### src/hdl/dspd_pkg.sv
package dspd_pkg;

    // Opcode patterns and masks
    localparam logic [15:0] DSPD_BR_NZ_OP = 16'hE308;
    localparam logic [15:0] DSPD_BR_Z_OP = 16'hE388;
    localparam logic [15:0] DSPD_BR_OV_OP = 16'hE322;
    localparam logic [7:0] DSPD_BIT_TEMP_HI = 8'h6F;
    localparam logic [3:0] DSPD_BIT_FIX_NIB = 4'h4;
    localparam logic [7:0] DSPD_BLK_SRC_HI = 8'hA8;
    localparam logic [7:0] DSPD_BLK_DST_HI = 8'hA9;
    localparam logic [7:0] DSPD_BLK_PRG_HI = 8'hA5;
    localparam logic [15:0] DSPD_CALL_ACC_OP = 16'hBE30;
    localparam logic [7:0] DSPD_CALL_DIR_HI = 8'h7A;
    localparam logic [5:0] DSPD_CCALL_HI6 = 6'h3A;
    localparam logic [15:0] DSPD_CFG_DATA_OP = 16'hBE44;
    localparam logic [15:0] DSPD_INT_EN_OP = 16'hBE40;
    localparam logic [11:0] DSPD_CLR_PFX = 12'hBE4;
    localparam logic [3:0] DSPD_CLR_CARRY = 4'hE;
    localparam logic [3:0] DSPD_CLR_OVM = 4'h2;
    localparam logic [3:0] DSPD_CLR_SXM = 4'h6;
    localparam logic [3:0] DSPD_CLR_TC = 4'hA;
    localparam logic [3:0] DSPD_CLR_XF = 4'hC;
    localparam logic [15:0] DSPD_INV_OP = 16'hBE01;
    localparam logic [13:0] DSPD_CMP_HI14 = 14'h2FD1;
    localparam logic [7:0] DSPD_DATA_WORD_SHIFT_MOVE_HI = 8'h77;
    localparam logic [15:0] DSPD_IDLE_OP = 16'hBE22;
    localparam logic [7:0] DSPD_IN_HI = 8'hAF;
    localparam logic [10:0] DSPD_TRAP_HI11 = 11'h5F3;
    localparam logic [3:0] DSPD_LDSH_NIB = 4'h1;
    localparam logic [11:0] DSPD_LDLI_PFX = 12'hBF8;
    localparam logic [7:0] DSPD_LDHI_HI = 8'h6A;

    // Cycle costs
    localparam logic [2:0] DSPD_CYC_1 = 3'h1;
    localparam logic [2:0] DSPD_CYC_2 = 3'h2;
    localparam logic [2:0] DSPD_CYC_3 = 3'h3;
    localparam logic [2:0] DSPD_CYC_4 = 3'h4;

    typedef enum logic [4:0] {
        DSPD_OP_NONE = 5'h00,
        DSPD_OP_COND_BRANCH = 5'h01,
        DSPD_OP_BIT_FIXED = 5'h02,
        DSPD_OP_POS_TEST_TEMP = 5'h03,
        DSPD_OP_BLK_SRC_IMM = 5'h04,
        DSPD_OP_BLK_DST_IMM = 5'h05,
        DSPD_OP_PRG_TO_DATA = 5'h06,
        DSPD_OP_JUMP_VIA_ACC = 5'h07,
        DSPD_OP_JUMP_DIRECT = 5'h08,
        DSPD_OP_COND_JUMP = 5'h09,
        DSPD_OP_CFG_DATA = 5'h0A,
        DSPD_OP_INT_ENABLE = 5'h0B,
        DSPD_OP_CTRL_CLEAR = 5'h0C,
        DSPD_OP_ACC_INVERT = 5'h0D,
        DSPD_OP_AUX_COMPARE = 5'h0E,
        DSPD_OP_DATA_MOVE = 5'h0F,
        DSPD_OP_IDLE = 5'h10,
        DSPD_OP_PORT_IN = 5'h11,
        DSPD_OP_TRAP = 5'h12,
        DSPD_OP_ACC_LOAD_SHIFT = 5'h13,
        DSPD_OP_ACC_LOAD_LONG = 5'h14,
        DSPD_OP_ACC_LOAD_HIGH = 5'h15
    } dspd_op_t;

    typedef enum logic [2:0] {
        DSPD_CLR_NONE = 3'h0,
        DSPD_CLR_CARRY_BIT = 3'h1,
        DSPD_CLR_OVM_BIT = 3'h2,
        DSPD_CLR_SXM_BIT = 3'h3,
        DSPD_CLR_TC_BIT = 3'h4,
        DSPD_CLR_XF_BIT = 3'h5
    } dspd_clr_t;

    // Core condition flags fed to the decoder
    typedef struct packed {
        logic acc_zero;
        logic acc_neg;
        logic overflow;
        logic carry;
        logic test_control_flag;
        logic io_status_low;
    } dspd_flags_t;

    // One decoded instruction
    typedef struct packed {
        logic valid;
        dspd_op_t op;
        logic two_words;
        logic [2:0] cycles;
        logic cond_met;
        dspd_clr_t clr_sel;
        logic [3:0] field_hi;
        logic [7:0] low_byte;
        logic no_mmr_copy;
        logic pass_on;
        logic [15:0] operand;
    } dspd_dec_t;

    // Per-opcode classification from the combinational decoder
    typedef struct packed {
        dspd_op_t op;
        logic two_words;
        logic conditional;
        logic [2:0] cyc_taken;
        logic [2:0] cyc_not;
        dspd_clr_t clr_sel;
    } dspd_cls_t;

endpackage

### src/hdl/dspd_cond_eval.sv
`timescale 1ns/1ps
`default_nettype none
module dspd_cond_eval
    import dspd_pkg::*;
(
    input wire logic [15:0] word,
    input wire logic is_branch,
    input wire dspd_flags_t flags,
    output logic met
);

    logic [3:0] cur;
    logic [3:0] mask;
    logic [3:0] want;
    logic flag_ok;
    logic src_ok;

    always_comb
    begin
        cur = {flags.acc_zero, flags.acc_neg, flags.overflow, flags.carry};
        mask = word[3:0]; // [RL21]
        want = word[7:4];
        flag_ok = ((~(cur ^ want)) & mask) == mask;
        // Branch forms carry a fixed source of none; calls pick it from bits 9:8
        unique case (is_branch ? 2'h3 : word[9:8]) // [RL20]
            2'h0: src_ok = flags.io_status_low;
            2'h1: src_ok = flags.test_control_flag;
            2'h2: src_ok = !flags.test_control_flag;
            default: src_ok = 1'b1;
        endcase
        met = flag_ok && src_ok;
    end

endmodule
`default_nettype wire

### src/hdl/dspd_decoder.sv
// Contract
// (RL1) Branch if acc nonzero: two words, 4/2
// (RL2) Branch if acc zero, on overflow: same
// (RL3) Temp-selected and fixed-position bit tests decode
// (RL4) Block copy, immediate source: 2 words, 3
// (RL5) Block copy, immediate destination: 2 words, 3
// (RL6) Program-to-data copy: 2 words, 3 cycles
// (RL7) Call via acc 1/4; direct call 2/4
// (RL8) Conditional call: two words, 4/2 cycles
// (RL9) Configure block as data; enable interrupts
// (RL10) Low nibble selects which control bit clears
// (RL11) Invert accumulator: one word, one cycle
// (RL12) Compare aux to first aux, set flag
// (RL13) Move data word to next address
// (RL14) Idle until interrupt, one cycle issue
// (RL15) Port input: two words, two cycles
// (RL16) Accumulator load with left shift count
// (RL17) Long immediate accumulator load: 2/2
// (RL18) Clear low half, load high half
// (RL19) Block copy unsafe with interrupt/alloc registers
// (RL20) Condition source bits select extra condition
// (RL21) Mask nibble selects tested flags, state
// (RL22) Second word fetched as operand only
// (RL23) Unknown opcodes passed to neighbour decoders
`timescale 1ns/1ps
`default_nettype none
module dspd_decoder
    import dspd_pkg::*;
(
    input wire logic clk_sys,
    input wire logic rst,
    input wire logic instr_valid,
    input wire logic [15:0] instr_word,
    input wire dspd_flags_t flags,
    output logic fetch_operand,
    output dspd_dec_t dec
);

    ////////////////////////////////////////////////////////////////////////////////
    // State

    typedef enum logic [1:0] {
        DSPD_ST_OPCODE = 2'b00,
        DSPD_ST_OPERAND = 2'b01
    } dspd_st_t;

    typedef struct packed {
        dspd_st_t st;
        logic fetch;
        dspd_dec_t pend;
        dspd_dec_t out;
    } dspd_state_t;

    dspd_state_t s_q;
    dspd_state_t s_d;
    dspd_cls_t cls;
    logic met;

    ////////////////////////////////////////////////////////////////////////////////
    // Classification

    dspd_opcode_match u_match (
        .word(instr_word),
        .cls(cls)
    );

    dspd_cond_eval u_cond (
        .word(instr_word),
        .is_branch(cls.op == DSPD_OP_COND_BRANCH),
        .flags(flags),
        .met(met)
    );

    ////////////////////////////////////////////////////////////////////////////////
    // Next state

    always_comb
    begin
        s_d = s_q;
        s_d.out.valid = 1'b0;
        s_d.out.pass_on = 1'b0;
        s_d.fetch = 1'b0;
        if (instr_valid)
        begin
            unique case (s_q.st)
                DSPD_ST_OPCODE:
                begin
                    s_d.pend = '0;
                    s_d.pend.valid = 1'b1;
                    s_d.pend.op = cls.op;
                    s_d.pend.two_words = cls.two_words;
                    s_d.pend.cond_met = cls.conditional ? met : 1'b1; // [RL21]
                    // Not-taken costs two cycles; taken costs four
                    s_d.pend.cycles = (cls.conditional && !met) ? cls.cyc_not
                                                                : cls.cyc_taken; // [RL1] [RL8]
                    s_d.pend.clr_sel = cls.clr_sel; // [RL10]
                    s_d.pend.field_hi = instr_word[11:8]; // [RL3] [RL16]
                    s_d.pend.low_byte = instr_word[7:0];
                    // Flags copies that may hit memory-mapped irq/alloc registers
                    s_d.pend.no_mmr_copy = (cls.op == DSPD_OP_BLK_SRC_IMM)
                        || (cls.op == DSPD_OP_BLK_DST_IMM); // [RL19]
                    s_d.pend.pass_on = (cls.op == DSPD_OP_NONE); // [RL23]
                    if (cls.two_words)
                    begin
                        s_d.st = DSPD_ST_OPERAND; // [RL22]
                        s_d.fetch = 1'b1;
                    end
                    else
                    begin
                        s_d.out = s_d.pend;
                    end
                end
                default:
                begin
                    // Second word never reaches opcode matching
                    s_d.pend.operand = instr_word; // [RL22]
                    s_d.out = s_d.pend;
                    s_d.out.operand = instr_word;
                    s_d.st = DSPD_ST_OPCODE;
                end
            endcase
        end
    end

    ////////////////////////////////////////////////////////////////////////////////
    // Registers

    always_ff @(posedge clk_sys)
    begin
        if (rst)
        begin
            s_q <= '0;
        end
        else
        begin
            s_q <= s_d;
        end
    end

    assign fetch_operand = s_q.fetch;
    assign dec = s_q.out;

endmodule
`default_nettype wire

### src/hdl/dspd_opcode_match.sv
`timescale 1ns/1ps
`default_nettype none
module dspd_opcode_match
    import dspd_pkg::*;
(
    input wire logic [15:0] word,
    output dspd_cls_t cls
);

    always_comb
    begin
        cls = '0;
        cls.op = DSPD_OP_NONE;
        cls.clr_sel = DSPD_CLR_NONE;
        if (word == DSPD_BR_NZ_OP || word == DSPD_BR_Z_OP || word == DSPD_BR_OV_OP)
        begin
            cls.op = DSPD_OP_COND_BRANCH; // [RL1] [RL2]
            cls.two_words = 1'b1;
            cls.conditional = 1'b1;
            cls.cyc_taken = DSPD_CYC_4;
            cls.cyc_not = DSPD_CYC_2;
        end
        else if (word[15:10] == DSPD_CCALL_HI6)
        begin
            cls.op = DSPD_OP_COND_JUMP; // [RL8]
            cls.two_words = 1'b1;
            cls.conditional = 1'b1;
            cls.cyc_taken = DSPD_CYC_4;
            cls.cyc_not = DSPD_CYC_2;
        end
        else if (word[15:8] == DSPD_BIT_TEMP_HI)
        begin
            cls.op = DSPD_OP_POS_TEST_TEMP; // [RL3]
            cls.cyc_taken = DSPD_CYC_1;
        end
        else if (word[15:12] == DSPD_BIT_FIX_NIB)
        begin
            cls.op = DSPD_OP_BIT_FIXED; // [RL3]
            cls.cyc_taken = DSPD_CYC_1;
        end
        else if (word[15:8] == DSPD_BLK_SRC_HI || word[15:8] == DSPD_BLK_DST_HI
            || word[15:8] == DSPD_BLK_PRG_HI)
        begin
            cls.op = (word[15:8] == DSPD_BLK_SRC_HI) ? DSPD_OP_BLK_SRC_IMM : // [RL4]
                     (word[15:8] == DSPD_BLK_DST_HI) ? DSPD_OP_BLK_DST_IMM : // [RL5]
                     DSPD_OP_PRG_TO_DATA; // [RL6]
            cls.two_words = 1'b1;
            cls.cyc_taken = DSPD_CYC_3;
        end
        else if (word == DSPD_CALL_ACC_OP)
        begin
            cls.op = DSPD_OP_JUMP_VIA_ACC; // [RL7]
            cls.cyc_taken = DSPD_CYC_4;
        end
        else if (word[15:8] == DSPD_CALL_DIR_HI)
        begin
            cls.op = DSPD_OP_JUMP_DIRECT; // [RL7]
            cls.two_words = 1'b1;
            cls.cyc_taken = DSPD_CYC_4;
        end
        else if (word == DSPD_CFG_DATA_OP)
        begin
            cls.op = DSPD_OP_CFG_DATA; // [RL9]
            cls.cyc_taken = DSPD_CYC_1;
        end
        else if (word == DSPD_INT_EN_OP)
        begin
            cls.op = DSPD_OP_INT_ENABLE; // [RL9]
            cls.cyc_taken = DSPD_CYC_1;
        end
        else if (word[15:4] == DSPD_CLR_PFX && (word[3:0] == DSPD_CLR_CARRY
            || word[3:0] == DSPD_CLR_OVM || word[3:0] == DSPD_CLR_SXM
            || word[3:0] == DSPD_CLR_TC || word[3:0] == DSPD_CLR_XF))
        begin
            cls.op = DSPD_OP_CTRL_CLEAR; // [RL10]
            cls.cyc_taken = DSPD_CYC_1;
            unique case (word[3:0])
                DSPD_CLR_CARRY: cls.clr_sel = DSPD_CLR_CARRY_BIT;
                DSPD_CLR_OVM: cls.clr_sel = DSPD_CLR_OVM_BIT;
                DSPD_CLR_SXM: cls.clr_sel = DSPD_CLR_SXM_BIT;
                DSPD_CLR_TC: cls.clr_sel = DSPD_CLR_TC_BIT;
                default: cls.clr_sel = DSPD_CLR_XF_BIT;
            endcase
        end
        else if (word == DSPD_INV_OP)
        begin
            cls.op = DSPD_OP_ACC_INVERT; // [RL11]
            cls.cyc_taken = DSPD_CYC_1;
        end
        else if (word[15:2] == DSPD_CMP_HI14)
        begin
            cls.op = DSPD_OP_AUX_COMPARE; // [RL12]
            cls.cyc_taken = DSPD_CYC_1;
        end
        else if (word[15:8] == DSPD_DATA_WORD_SHIFT_MOVE_HI)
        begin
            cls.op = DSPD_OP_DATA_MOVE; // [RL13]
            cls.cyc_taken = DSPD_CYC_1;
        end
        else if (word == DSPD_IDLE_OP)
        begin
            cls.op = DSPD_OP_IDLE; // [RL14]
            cls.cyc_taken = DSPD_CYC_1;
        end
        else if (word[15:8] == DSPD_IN_HI)
        begin
            cls.op = DSPD_OP_PORT_IN; // [RL15]
            cls.two_words = 1'b1;
            cls.cyc_taken = DSPD_CYC_2;
        end
        else if (word[15:5] == DSPD_TRAP_HI11)
        begin
            cls.op = DSPD_OP_TRAP;
            cls.cyc_taken = DSPD_CYC_4;
        end
        else if (word[15:12] == DSPD_LDSH_NIB)
        begin
            cls.op = DSPD_OP_ACC_LOAD_SHIFT; // [RL16]
            cls.cyc_taken = DSPD_CYC_1;
        end
        else if (word[15:4] == DSPD_LDLI_PFX)
        begin
            cls.op = DSPD_OP_ACC_LOAD_LONG; // [RL17]
            cls.two_words = 1'b1;
            cls.cyc_taken = DSPD_CYC_2;
        end
        else if (word[15:8] == DSPD_LDHI_HI)
        begin
            cls.op = DSPD_OP_ACC_LOAD_HIGH; // [RL18]
            cls.cyc_taken = DSPD_CYC_1;
        end
        if (!cls.conditional)
        begin
            cls.cyc_not = cls.cyc_taken;
        end
    end

endmodule
`default_nettype wire

### config.mk
export PLATFORM = sky130hd
export DESIGN_NAME = dspd_decoder
export DESIGN_NICKNAME = d
export VERILOG_FILES = /design/src/hdl/dspd_pkg.sv /design/src/hdl/dspd_cond_eval.sv /design/src/hdl/dspd_decoder.sv /design/src/hdl/dspd_opcode_match.sv
export SDC_FILE = /design/constraint.sdc
export NUM_CORES = 1
export LEC_CHECK = 0
export ABC_AREA = 1
export ABC_CLOCK_PERIOD_IN_PS = 1600
export BUFFER_PORTS_ARGS = -buffer_cell sky130_fd_sc_hd__clkbuf_2
export CAP_MARGIN = 20
export CORE_ASPECT_RATIO = 1.2
export CORE_MARGIN = 2
export CORE_UTILIZATION = 30
export DETAILED_ROUTE_END_ITERATION = 10
export MAX_ROUTING_LAYER = met4
export PLACE_DENSITY = 0.48
export SLEW_MARGIN = 5
export SYNTH_ARGS = -nofsm -noshare
export SYNTH_HDL_FRONTEND = slang
export SYNTH_SLANG_ARGS = --single-unit
### constraint.sdc
create_clock -name clk_sys -period 1.6 [get_ports clk_sys]
set_input_delay 0.24 -clock clk_sys [delete_from_list [all_inputs] [get_ports clk_sys]]
set_output_delay 0.24 -clock clk_sys [all_outputs]
set_load 0.1 [all_outputs]
After elaboration in Yosys (flattened, before gate mapping)

Index checks and enable logic that the tools add are counted.

Add/sub/neg operators: 0
Multiply operators: 0
Divide/modulo/power cells: 0
Magnitude comparators: 0
Equal/unequal tests: 36
Shifts and indexed selects: 0
Muxes and demuxes: 74
Bitwise operators: 5
Reduce and logical (&&, ||, !) cells: 22

Operators by type and width:

| cell                   | number |
|---|---|
| $eq A16 B16 Y1 const B | 8 |
| $mux W3                | 30 |
| $mux W44               | 2 |
| $mux W5                | 15 |
| $eq A8 B7 Y1 const B   | 4 |
| $eq A8 B8 Y1 const B   | 4 |
| $eq A12 B12 Y1 const B | 2 |
| $mux W6                | 4 |
| $mux W1                | 16 |
| $eq A14 B14 Y1 const B | 1 |
| $mux W13               | 1 |
| $eq A4 B4 Y1 const B   | 3 |
| $pmux W3 S4            | 1 |
| $eq A11 B11 Y1 const B | 1 |
| $eq A5 B3 Y1 const B   | 2 |
| $logic_or A1 B1 Y1     | 9 |
| $eq A4 B3 Y1 const B   | 2 |
| $mux W2                | 4 |
| $eq A6 B6 Y1 const B   | 1 |
| $reduce_and A2 Y1      | 3 |
| $eq A5 B1 Y1 const B   | 1 |
| $logic_not A5 Y1       | 1 |
| $and A4 B4 Y4          | 1 |
| $eq A4 B1 Y1 const B   | 1 |
| other kinds (14)       | 20 |

Flip-flop bits (word level): 75
Bits in latches: 0
Memory bits (writable): 0
ROM bits: 0
Input port bits: 25
Output and inout port bits: 45
Word-level logic and storage cells: 160
Memories kept: 0

Logic depth before layout (Yosys ltp)

Gate-level depths: netlist of the first run.

Depth in word-level cells: 30
Depth in mapped cells: 17
Depth with buffers taken out: 16

Modules after synthesis

A second synthesis of the first run with hierarchy kept.

Cell total of the unflattened synthesis: 632
Area total of the unflattened synthesis: 4142.7 um2

By module, submodules not included:

| module            | instances | cells each | area each (um2) | sequential area each (um2) |
|---|---|---|---|---|
| dspd_decoder      | 1         | 476        | 3393.3          | 1481.4 |
| dspd_opcode_match | 1         | 132        | 648.1           | 0.0 |
| dspd_cond_eval    | 1         | 24         | 101.3           | 0.0 |

Least setup slack after synthesis of the first run

No wires, ideal clock.

Path type: input-to-reg
Start: in instr_word[6]
End: reg s_q, in the netlist dec[38]
Setup time: 0.119 ns
Arrival time: 1.573 ns
Required time: 1.481 ns
Path slack: -0.092 ns
Stages on the path: 17
Buffers on the path: 3
Cell sequence: buf_2 -> nor2_4 -> nand2_2 -> nor2_2 -> nand3_2 -> nand2_1 -> nand3b_2 -> nand2_2 -> inv_2 -> nand2_1 -> nand2_2 -> nand2_2 -> buf_6 -> buf_8 -> nand2_1 -> nand2_1 -> a21oi_2

Word-level cells in the longest chain between the ends: 21
Elaborated cells on any way between the ends: 50
Classes of those cells: eq/ne (13); mux (33); reduce/logical (4)

RTL lines:

| element                                                        | RTL line                 | RTL |
|---|---|---|
| start: declaration                                             | dspd_decoder.sv:33       | `input wire logic [15:0] instr_word,` |
| $eq A12 B12 Y1                                                 | dspd_opcode_match.sv:121 | `else if (word[15:4] == DSPD_LDLI_PFX)` |
| $mux W1 / $mux W5 (equally long branches)                      | dspd_opcode_match.sv:121 |  |
| $mux W1 / $mux W5 (equally long branches)                      | dspd_opcode_match.sv:116 | `else if (word[15:12] == DSPD_LDSH_NIB)` |
| $mux W1 / $mux W5 (equally long branches)                      | dspd_opcode_match.sv:111 | `else if (word[15:5] == DSPD_TRAP_HI11)` |
| $mux W6                                                        | dspd_opcode_match.sv:105 | `else if (word[15:8] == DSPD_IN_HI)` |
| $mux W1 / $mux W5 (equally long branches)                      | dspd_opcode_match.sv:100 | `else if (word == DSPD_IDLE_OP)` |
| $mux W1 / $mux W5 (equally long branches)                      | dspd_opcode_match.sv:95  | `else if (word[15:8] == DSPD_DATA_WORD_SHIFT_MOVE_HI)` |
| $mux W1 / $mux W5 (equally long branches)                      | dspd_opcode_match.sv:90  | `else if (word[15:2] == DSPD_CMP_HI14)` |
| [... 5 more ...]                                               | -                        |  |
| $mux W1 / $mux W5 (equally long branches)                      | dspd_opcode_match.sv:50  | `else if (word == DSPD_CALL_ACC_OP)` |
| $mux W6                                                        | dspd_opcode_match.sv:41  | `else if (word[15:8] == DSPD_BLK_SRC_HI \|\| word[15:8] == DSPD_BLK_DST_HI` |
| $mux W1 / $mux W5 (equally long branches)                      | dspd_opcode_match.sv:36  | `else if (word[15:12] == DSPD_BIT_FIX_NIB)` |
| $mux W1 / $mux W5 (equally long branches)                      | dspd_opcode_match.sv:31  | `else if (word[15:8] == DSPD_BIT_TEMP_HI)` |
| $mux W6                                                        | dspd_opcode_match.sv:23  | `else if (word[15:10] == DSPD_CCALL_HI6)` |
| $mux W13 *                                                     | dspd_opcode_match.sv:15  | `if (word == DSPD_BR_NZ_OP \|\| word == DSPD_BR_Z_OP \|\| word == DSPD_BR_OV_OP)` |
| $ne A2 B2 Y1 (no line) / $mux W44 (equally long branches)      | -                        |  |
| $reduce_and A2 Y1 (no line) / $mux W44 (equally long branches) | -                        |  |
| end signal: assignment                                         | dspd_decoder.sv:132      | `s_q <= '0;` |
| end signal: assignment                                         | dspd_decoder.sv:136      | `s_q <= s_d;` |
| end: declaration                                               | dspd_decoder.sv:54       | `dspd_state_t s_q;` |

Every way passes the cells marked *; elsewhere a longest branch is shown, timed or not. The select of a mux whose other input is x is not followed.
A chain may end at the register's enable or synchronous reset.

Final worst setup path of the first run

Start: in instr_word[0]
End: reg s_q, in the netlist dec[39]

Word-level cells in the longest chain between the ends: 18
Elaborated cells on any way between the ends: 48
Classes of those cells: eq/ne (14); mux (26); reduce/logical (8)

RTL lines:

| element                                                                 | RTL line |
|---|---|
| parallel branches: the longest is 15 deep, another holds $eq A16 B16 Y1 | - |
| $mux W13 *                                                              | dspd_opcode_match.sv:15 |
| $ne A2 B2 Y1 (no line) / $mux W44 (equally long branches)               | - |
| $reduce_and A2 Y1 (no line) / $mux W44 (equally long branches)          | - |

Every way passes the cells marked *. The select of a mux whose other input is x is not followed.

==> results by group, run 1 <==
GRT
  – Overflow left after global routing: 0
  – First-pass GRT wire length: ~19000 µm
  – Overall routing resource usage: 0.178
  – Number of global-route vias before repair: 3710
  – Initial antenna violation count: 0
  – Largest net degree at the start of global routing: 32

Clocking
  – H-tree depth: 3
  – Num CTS Buffers: 9
  – # clock sinks: 74
  – CTS tree: done
  – Clk root buf: clkbuf_16
  – Worst-path clk slew: 0.06 ns
  – Clock Latency Late Sink: 0.34 ns
  – Bufs on Longest Clock Path: 2

Placed design
  – DPL Wire Length: 8830 µm
  – Routability cong.: between 0.8 and 0.9
  – Number of port buffers: 69
  – Inst Count DP: 810

Die
  – Core box area: 12600 µm²
  – I/O Pins: 70
  – Num rows: 45
  – Die height: 128 µm
  – Starting density of the core: 0.306
  – Die W: 108 µm
  – Die area: 13800 µm²

Synth
  – Post-synthesis cell type count: 34
  – FF+latch count, synth: between 70 and 80
  – Synth top area share: 0.383
  – Mapped Avg Cell Area: 7.05 µm²
  – Largest cells by area after synthesis: dfxtp_1 (38%), nand2_1 (12%), buf_4 (8.9%)
  – Yosys warns: 0
  – Mapped Area: 3860 µm²
  – Gate Count Post-Synth: 548
  – Sequential cell area fraction in the yosys report: 0.383
  – Synth area leader: dfxtp_1
  – Syn Nets: 573

STA
  – Final hold violations: 0
  – Final period utilization: 0.950
  – Max Clk Rate: 0.658 GHz
  – Least-Margin Pin Slew: about 0.55 ns
  – Post-Route Skew: 0.00489 ns
  – Min Clock Period, post-route: 1.52 ns
  – Slew Viols, Final: 0
  – Setup violators final: 0
  – Max_slew headroom: 0.637

Setup path
  – Crit Reg-Reg Endpoint: dec[5]$_SDFFE_PP0P_
  – Crit path capture type: flop
  – Reg-to-Reg Start: s_q[89]$_SDFFE_PP0P_
  – Critical path type: input pin to flop
  – Crit path from: instr_word[0]
  – Arrival time worst endpoint: ~1.8 ns
  – Setup crit end: dec[39]$_SDFFE_PP0P_
  – Crit-path max FO: 5
  – R2R cell count: 6
  – R2R Setup Slk: 0.30 ns
  – Critical Path RT: 1.83 ns
  – Crit path launch type: input pin

Power
  – Max IR drop VDD: 0.440 mV
  – Leak pwr: 2.59 nW
  – PwrDens: just over 900 nW/µm²
  – Pwr Total: 5.03 mW

Route
  – Vias/cell: 4.61
  – Via count: between 3000 and 4000
  – Drt initial violations: 200
  – Pre-antenna DRT Iters: 4
  – # DRC: 0
  – WL/cell: 14.3 µm
  – Post-route ant nets: 0
  – Final wirelength: 11900 µm

Worst hold path
  – Hold Crit Class: input pin to flop

Cells and area
  – Most frequent cells in the layout: nand2_1 (102), buf_4 (95), dfxtp_1 (74)
  – Share of cells above drive strength 1: 0.388
  – Area growth syn-to-layout: 39.3%
  – Nets@finish: 688
  – Commonest non-fill, non-tap cell in the layout: nand2_1
  – Post-route insts no fill: 831
  – # diodes: 0

Run status
  – Status: completed

Run
  – Maxcap violations: 0
==> sequential cells by signal, indices dropped and copies added (netlist names) <==
name,count
s_q,29
dec,44
fetch_operand,1
==> per-layer routing <==
metal	part of all wire	GRT usage	vias up
met5	0	-	-
met4	0.0060	0.0513	0
met3	0.035	0.0248	5
met2	0.49	0.294	77
met1	0.47	0.226	1771
li1	-	-	1975
==> worst max-delay path, stage by stage <==
cell and delay (ns):
clkbuf_2 0.15, nor2_4 0.16, nand4_1 0.16, nand2_4 0.13
nand3b_4 0.10, nand2_4 0.09, inv_4 0.04, nand2_2 0.06
nand2_2 0.06, nand2_4 0.15, inv_8 0.07, buf_8 0.14
o21ai_4 0.14, nor2_1 0.05
==> where the power goes <==
group	internal, mW	leakage (nW)	switching [mW]	total [mW]
clock	1.08	0.130	0.756	1.84
combinational	0.367	1.85	0.820	1.19
sequential	1.95	0.608	0.0525	2.00
==> synth_stat cells <==
library cell and instances:
nand3b_2 1, nor2_2 5, nor2_4 1, nor3_2 1, mux2i_1 2, clkinv_1 1
a31o_2 1, o211ai_1 4, nor3_1 7, nand2_2 9, a21oi_2 4, buf_2 5
buf_4 46, nor2_1 46, a21oi_1 61, a211oi_1 1, dfxtp_1 74, nand4_1 12
nor3b_1 1, buf_6 1, o31ai_1 1, o21ai_0 37, nand3_1 16, nand2_1 119
buf_1 1, a22oi_1 15, or2_1 1, xnor2_1 1, inv_1 50, clkbuf_1 13
inv_2 5, nand3_2 2, buf_8 3, o211a_1 1
==> kinds of logic (layout without fill, tap and decap cells) <==
group,Yosys count,after routing,share of synthesized area
and+or+nand+nor,221,221,0.249
AOI/OAI and AO/OA,125,125,0.182
buffers and inverters,125,244,0.178
DFF,74,74,0.383
muxes,2,2,0.00518
xor gates and xnor gates,1,1,0.00227
==> worst min-delay path by stage <==
| stage | depth (start not counted) | slack [ns] | from | end |
|---|---|---|---|---|
| floorplan | 2 | 0.37 | instr_word[10] | s_q[72]$_SDFFE_PP0P_ |
| global placement | 2 | 0.45 | s_q[87]$_SDFFE_PP0P_ | s_q[87]$_SDFFE_PP0P_ |
| detailed placement | 2 | 0.46 | dec[9]$_SDFFE_PP0P_ | dec[9]$_SDFFE_PP0P_ |
| CTS | 3 | 0.19 | instr_word[5] | dec[5]$_SDFFE_PP0P_ |
| global route | 3 | 0.18 | instr_word[6] | dec[6]$_SDFFE_PP0P_ |
| finish | 3 | 0.18 | instr_word[3] | dec[3]$_SDFFE_PP0P_ |
==> per-stage QoR <==
stage,cell area (µm²),TNS (ns),utilization,setup WS [ns],hold slack [ns]
detailed placement,4730,-14.96,0.375,-0.396,0.455
floorplan,3900,-1.23,-,-0.0712,0.368
CTS,5000,0,0.397,0.00179,0.187
finish,5390,0,0.427,0.0795,0.176
global route,5390,-0.0169,0.427,-0.0148,0.180
global placement,4730,-14.45,0.375,-0.409,0.447
==> layout make-up <==
type                    instances  area (µm²)
flip-flops and latches         74        1480
multi-input cells             349        1910
fillers                      1344        7230
repair buffers                173        1300
clock buffers                  13         250
well taps                     164         205
inverters                      56         225
clock inverters                 2        13.8
==> timing repair <==
| item | 4_1_cts | 5_1_grt |
|---|---|---|
| pin swaps | 1 | 30 |
| hold buffers | 0 | 0 |
| resized for setup | 5 | 102 |
| gates cloned | 0 | 3 |
| setup endpoints to repair | 5 | 46 |
| buffers inserted | 0 | 3 |
No activity file was read; power rests on OpenSTA's default activity.
==> inputs of run 2 (changes only) <==
Settings changed: ABC_CLOCK_PERIOD_IN_PS 1600 to 1350, CAP_MARGIN 20 to 10.
Clock period 1.6 ns to 1.35 ns, I/O delays scaled along.
==> run 2 against run 1 <==
Net effect: the run now ends with negative setup slack left; design area grew 18%; die area is the same; utilization grew 7.8 points; final cell count grew 1.2%; clock-buffer cell count shrank 3; sequential power grew 20%; combinational power grew 39%; critical path type unchanged.
==> results by group, run 2 (synthesized netlist as in run 1, its figures left out) <==
Setup path
  – Crit path capture type: flop
  – Critical Path RT: 1.58 ns (-0.25 ns)
  – Crit-path max FO: 6 (+1)
  – Arrival time worst endpoint: 1.67 ns (-0.08 ns)
  – Critical path type: input pin to flop
  – Crit path launch type: input pin

Power
  – Leak pwr: 2.92 nW (+13%)
  – Max IR drop VDD: 0.680 mV (+55%)
  – Pwr Total: 6.90 mW (+37%)
  – PwrDens: 1080 nW/µm² (+16%)

Clocking
  – CTS Hold Bufs: 0 (unchanged)
  – Clock Latency Late Sink: 0.34 ns (about the same)
  – Num CTS Buffers: 9 (unchanged)
  – Bufs on Longest Clock Path: 2 (unchanged)
  – Clk root buf: clkbuf_16
  – H-tree depth: 3 (unchanged)
  – CTS tree: done
  – # clock sinks: 74 (unchanged)
  – Worst-path clk slew: 0.06 ns (about the same)

Placed design
  – Inst Count DP: 808 (-0.25%)
  – Pre-CTS setup slack: -0.625 ns (-0.230 ns)
  – DPL Wire Length: 8810 µm (-0.18%)
  – Number of port buffers: 69 (unchanged)
  – Routability cong.: 0.925 (+7.7%)
  – Post-DP Area: 5180 µm² (+9.5%)

Run status
  – Status: finished, violations left
  – Failing checks: negative setup slack

Cells and area
  – # diodes: 0 (unchanged)
  – Share of cells above drive strength 1: 0.482 (+0.0932)
  – Area growth syn-to-layout: 64.9%
  – Post-layout util: 0.505 (+0.0784)
  – Most frequent cells in the layout: buf_4 (114), nand2_1 (75), dfxtp_1 (74)
  – Cell area after layout: 6370 µm² (+18%)
  – Max reg flops: 44 (unchanged)
  – Post-route insts no fill: 841 (+1.2%)
  – Nets@finish: 697 (+1.3%)
  – Commonest non-fill, non-tap cell in the layout: buf_4

Route
  – WL/cell: 14.9 µm (+3.8%)
  – Post-route ant nets: 0 (unchanged)
  – Vias/cell: 4.70 (+2.1%)
  – # DRC: 0 (unchanged)
  – Via count: 3956 (+3.3%)
  – Final wirelength: 12500 µm (+5.1%)
  – Drt initial violations: 113 (-44%)
  – Pre-antenna DRT Iters: 4 (unchanged)

STA
  – Hold Slack: 0.134 ns (-0.0420 ns)
  – Post-Route Skew: 0.00713 ns (+0.00224 ns)
  – Slew Viols, Final: 0 (unchanged)
  – Min Clock Period, post-route: 1.44 ns
  – Max Clk Rate: between 0.6 and 0.7 GHz
  – Max_slew headroom: 0.762 (+0.125)
  – Final period utilization: 1.07
  – Setup violators final: 47 (+47)
  – Least-Margin Pin Slew: 0.357 ns (-0.190 ns)
  – Fin worst setup slack: -0.0941 ns (-0.174 ns)
  – RSZ-0062 raised after global routing: yes
  – Final hold violations: 0 (unchanged)
  – Setup TNS: -2.22 ns (-2.22 ns)

Die
  – Core box area: 12600 µm² (unchanged)
  – Starting density of the core: 0.306 (unchanged)
  – Die W: 108 µm (unchanged)
  – I/O Pins: 70 (unchanged)
  – Die height: 128 µm (unchanged)
  – Num rows: 45 (unchanged)
  – Die area: 13800 µm² (unchanged)

GRT
  – Overall routing resource usage: 0.187 (+0.00879)
  – Number of global-route vias before repair: 3944 (+6.3%)
  – Largest net degree at the start of global routing: 49 (+53%)
  – Initial antenna violation count: 0 (unchanged)
  – First-pass GRT wire length: 19600 µm (+5.2%)
  – Overflow left after global routing: 0 (unchanged)

Worst hold path
  – Hold Crit Class: input pin to flop

Run
  – Maxcap violations: 0 (unchanged)
[run 2: cell types whose count changed in the layout (fill, tap and decap cells not counted), sizes merged]
cell	previous run	this run
inv	55	56
clkinvlp	0	1
clkbuf	74	24
bufinv	0	3
buf	112	167
[run 2: final timing paths]
| kind | startpoint | end | slack [ns] | cells after the start |
|---|---|---|---|---|
| worst min register to register | s_q[87]$_SDFFE_PP0P_ | s_q[87]$_SDFFE_PP0P_ | 0.46 | 2 |
| worst max-delay path | instr_word[14] | dec[40]$_SDFFE_PP0P_ | -0.09 | 13 |
| worst min-delay path | instr_word[3] | dec[3]$_SDFFE_PP0P_ | 0.13 | 3 |
| worst max register to register | s_q[89]$_SDFFE_PP0P_ | dec[34]$_SDFFE_PP0P_ | 0.06 | 8 |
[run 2: report_power, final]
| part | total [mW] | internal [mW] | switching [mW] |
|---|---|---|---|
| Combinational | 1.66 | 0.629 | 1.03 |
| Sequential | 2.39 | 2.31 | 0.0850 |
| Clock | 2.85 | 1.86 | 0.985 |
[run 2: per-layer routing]
layer | vias to the layer above | track usage | wire (µm)
li1 | 1996 | - | -
met1 | 1851 | 0.231 | 5590
met2 | 86 | 0.299 | 6090
met3 | 23 | 0.0405 | 553
met4 | 0 | 0.0679 | 282
met5 | - | - | 0
[run 2: final cells by class]
type | count | area, µm²
sequential | 74 | 1480
inverter | 56 | 238
timing repair inverter | 1 | 7.51
clock inverter | 6 | 113
fill | 1259 | 6240
timing repair buffer | 181 | 1890
multi-input combinational | 349 | 2200
clock buffer | 10 | 239
tap | 164 | 205
[run 2: critical path, cell delays in order]
cell and delay (ns):
buf_8 0.10, inv_4 0.05, nand2_4 0.06, nor2_4 0.14, nand4_1 0.21, nand2_2 0.17, nor3_4 0.06, nand2_4 0.07
nand2_4 0.06, nand2_8 0.15, clkinvlp_4 0.17, o21ai_1 0.16, nor2_1 0.05
[run 2: repair_timing]
item,4_1_cts,5_1_grt
resized for setup,102,100
pin swaps,36,32
gates cloned,1,2
endpoints found under the setup margin,52,58
setup buffers,7,8
==> inputs of run 3 (changes only) <==
Settings changed: ABC_CLOCK_PERIOD_IN_PS 1350 to 1600, PLACE_DENSITY 0.48 to 0.46.
Clock period 1.35 ns to 1.6 ns, I/O delays scaled along.
==> run 3 against run 2 <==
Net effect: the flow now finishes without violations; clock-buffer cell count down 1; power down 26%; clock skew down 0.0030 ns; worst setup slack better by 0.18 ns; global-route usage down 0.79 points; worst hold slack better by 0.058 ns; design area down 17%; utilization down 8.6 points; register-to-register slack better by 0.12 ns; die area unchanged; first-iteration DRC count up 130%; wire length down 3.8%; largest cell class unchanged.
==> results by group, run 3 (synthesized netlist as in run 1, its figures left out) <==
Run status
  – Status: completed

Setup path
  – R2R Setup Slk: 0.18 ns (+0.12 ns)
  – Crit path launch type: input pin
  – Crit path capture type: flop
  – Critical Path RT: 1.83 ns (+0.25 ns)
  – Arrival time worst endpoint: 1.75 ns (+0.08 ns)
  – Crit-path max FO: 5 (-1)
  – Critical path type: input pin to flop

Cells and area
  – Post-route insts no fill: 826 (-1.8%)
  – Nets@finish: 682 (-2.2%)
  – Area growth syn-to-layout: 37.0%
  – Max reg flops: 44 (unchanged)
  – # diodes: 0 (unchanged)
  – Cell area after layout: 5300 µm² (-17%)
  – Share of cells above drive strength 1: 0.381 (-0.101)
  – Most frequent cells in the layout: nand2_1 (102), buf_4 (93), dfxtp_1 (74)
  – Post-layout util: 0.420 (-0.0855)
  – Commonest non-fill, non-tap cell in the layout: nand2_1

Die
  – Die W: 108 µm (unchanged)
  – Starting density of the core: 0.306 (unchanged)
  – Die area: 13800 µm² (unchanged)
  – Core box area: 12600 µm² (unchanged)
  – Die height: 128 µm (unchanged)
  – I/O Pins: 70 (unchanged)
  – Num rows: 45 (unchanged)

Route
  – Drt initial violations: 257 (+130%)
  – Final wirelength: 12000 µm (-3.8%)
  – # DRC: 0 (unchanged)
  – Via count: 3770 (-4.7%)
  – Pre-antenna DRT Iters: 4 (unchanged)
  – Vias/cell: 4.56 (-3.0%)
  – WL/cell: 14.6 µm (-2.0%)
  – Post-route ant nets: 0 (unchanged)

Clocking
  – Num CTS Buffers: 9 (unchanged)
  – # clock sinks: 74 (unchanged)
  – Clock Latency Late Sink: 0.33 ns (about the same)
  – Worst-path clk slew: 0.07 ns (about the same)
  – CTS tree: done
  – Bufs on Longest Clock Path: 2 (unchanged)
  – Clk root buf: clkbuf_16
  – H-tree depth: 3 (unchanged)

GRT
  – Overflow left after global routing: 0 (unchanged)
  – First-pass GRT wire length: 18500 µm (-5.6%)
  – Number of global-route vias before repair: 3634 (-7.9%)
  – Largest net degree at the start of global routing: 33 (-33%)
  – Overall routing resource usage: 0.179 (-0.00793)
  – Initial antenna violation count: 0 (unchanged)

STA
  – Final period utilization: 0.949
  – Hold Slack: 0.192 ns (+0.0577 ns)
  – Post-Route Skew: 0.00413 ns (-0.00300 ns)
  – Max_slew headroom: 0.626 (-0.136)
  – Final hold violations: 0 (unchanged)
  – Least-Margin Pin Slew: 0.560 ns (+0.203 ns)
  – Fin worst setup slack: 0.0811 ns (+0.175 ns)
  – Slew Viols, Final: 0 (unchanged)
  – Setup TNS: 0 ns (+2.22 ns)
  – Max Clk Rate: 0.658 GHz
  – Min Clock Period, post-route: 1.52 ns
  – Setup violators final: 0 (-100%)

Placed design
  – Pre-CTS setup slack: -0.373 ns (+0.253 ns)
  – Routability cong.: 0.936 (+1.3%)
  – DPL Wire Length: 8820 µm (about the same)
  – Number of port buffers: 69 (unchanged)
  – Post-DP Area: 4710 µm² (-9.2%)
  – Inst Count DP: 803 (-0.62%)

Run
  – Maxcap violations: 0 (unchanged)

Power
  – Leak pwr: 2.55 nW (-13%)
  – Pwr Total: 5.12 mW (-26%)
  – PwrDens: 966 nW/µm² (-11%)
  – Max IR drop VDD: 0.594 mV (-13%)

Worst hold path
  – Hold Crit Class: input pin to flop
-- run 3: what timing repair did --
action,CTS,global route
hold buffers,0,0
pin swaps,1,19
gates resized for setup,4,72
gates cloned,0,3
endpoints found under the setup margin,18,49
buffers inserted,0,4
-- run 3: power by group --
| group | switching (mW) | internal (mW) |
|---|---|---|
| Clock | 0.879 | 1.08 |
| Combinational | 0.816 | 0.347 |
| Sequential | 0.0518 | 1.95 |
-- run 3: final timing paths --
path,start,cells past startpoint,end
worst max register to register,s_q[89]$_SDFFE_PP0P_,6,dec[38]$_SDFFE_PP0P_
worst min register to register,dec[37]$_SDFFE_PP0P_,2,dec[37]$_SDFFE_PP0P_
worst max-delay path,instr_word[6],16,dec[41]$_SDFFE_PP0P_
worst min-delay path,instr_word[12],3,dec[12]$_SDFFE_PP0P_
-- run 3: critical path: stages --
cell,delay [ns]
buf_4,0.14
nor2_4,0.11
nand2_2,0.08
nor2_4,0.08
nand3_2,0.10
nand2_4,0.10
nand3b_4,0.10
nand2_4,0.08
inv_2,0.04
nand2_2,0.06
nand2_2,0.06
nand2_4,0.16
inv_8,0.07
clkbuf_16,0.16
o21ai_2,0.10
nor2_1,0.05
-- run 3: cell type report --
type                            instances  area, µm²
Multi-Input combinational cell        349       1870
Clock inverter                          7       61.3
Tap cell                              164        205
Inverter                               56        220
Sequential cell                        74       1480
Fill cell                            1317       7320
Clock buffer                            9        225
Timing Repair Buffer                  167       1230
-- run 3: per-layer routing --
metal	share of wire	track usage	routed length [µm]	vias up
met5	0	-	0	-
met1	0.46	0.220	5560	1748
met4	0.011	0.0505	138	0
met2	0.50	0.300	5990	52
met3	0.030	0.0324	357	8
li1	-	-	-	1962
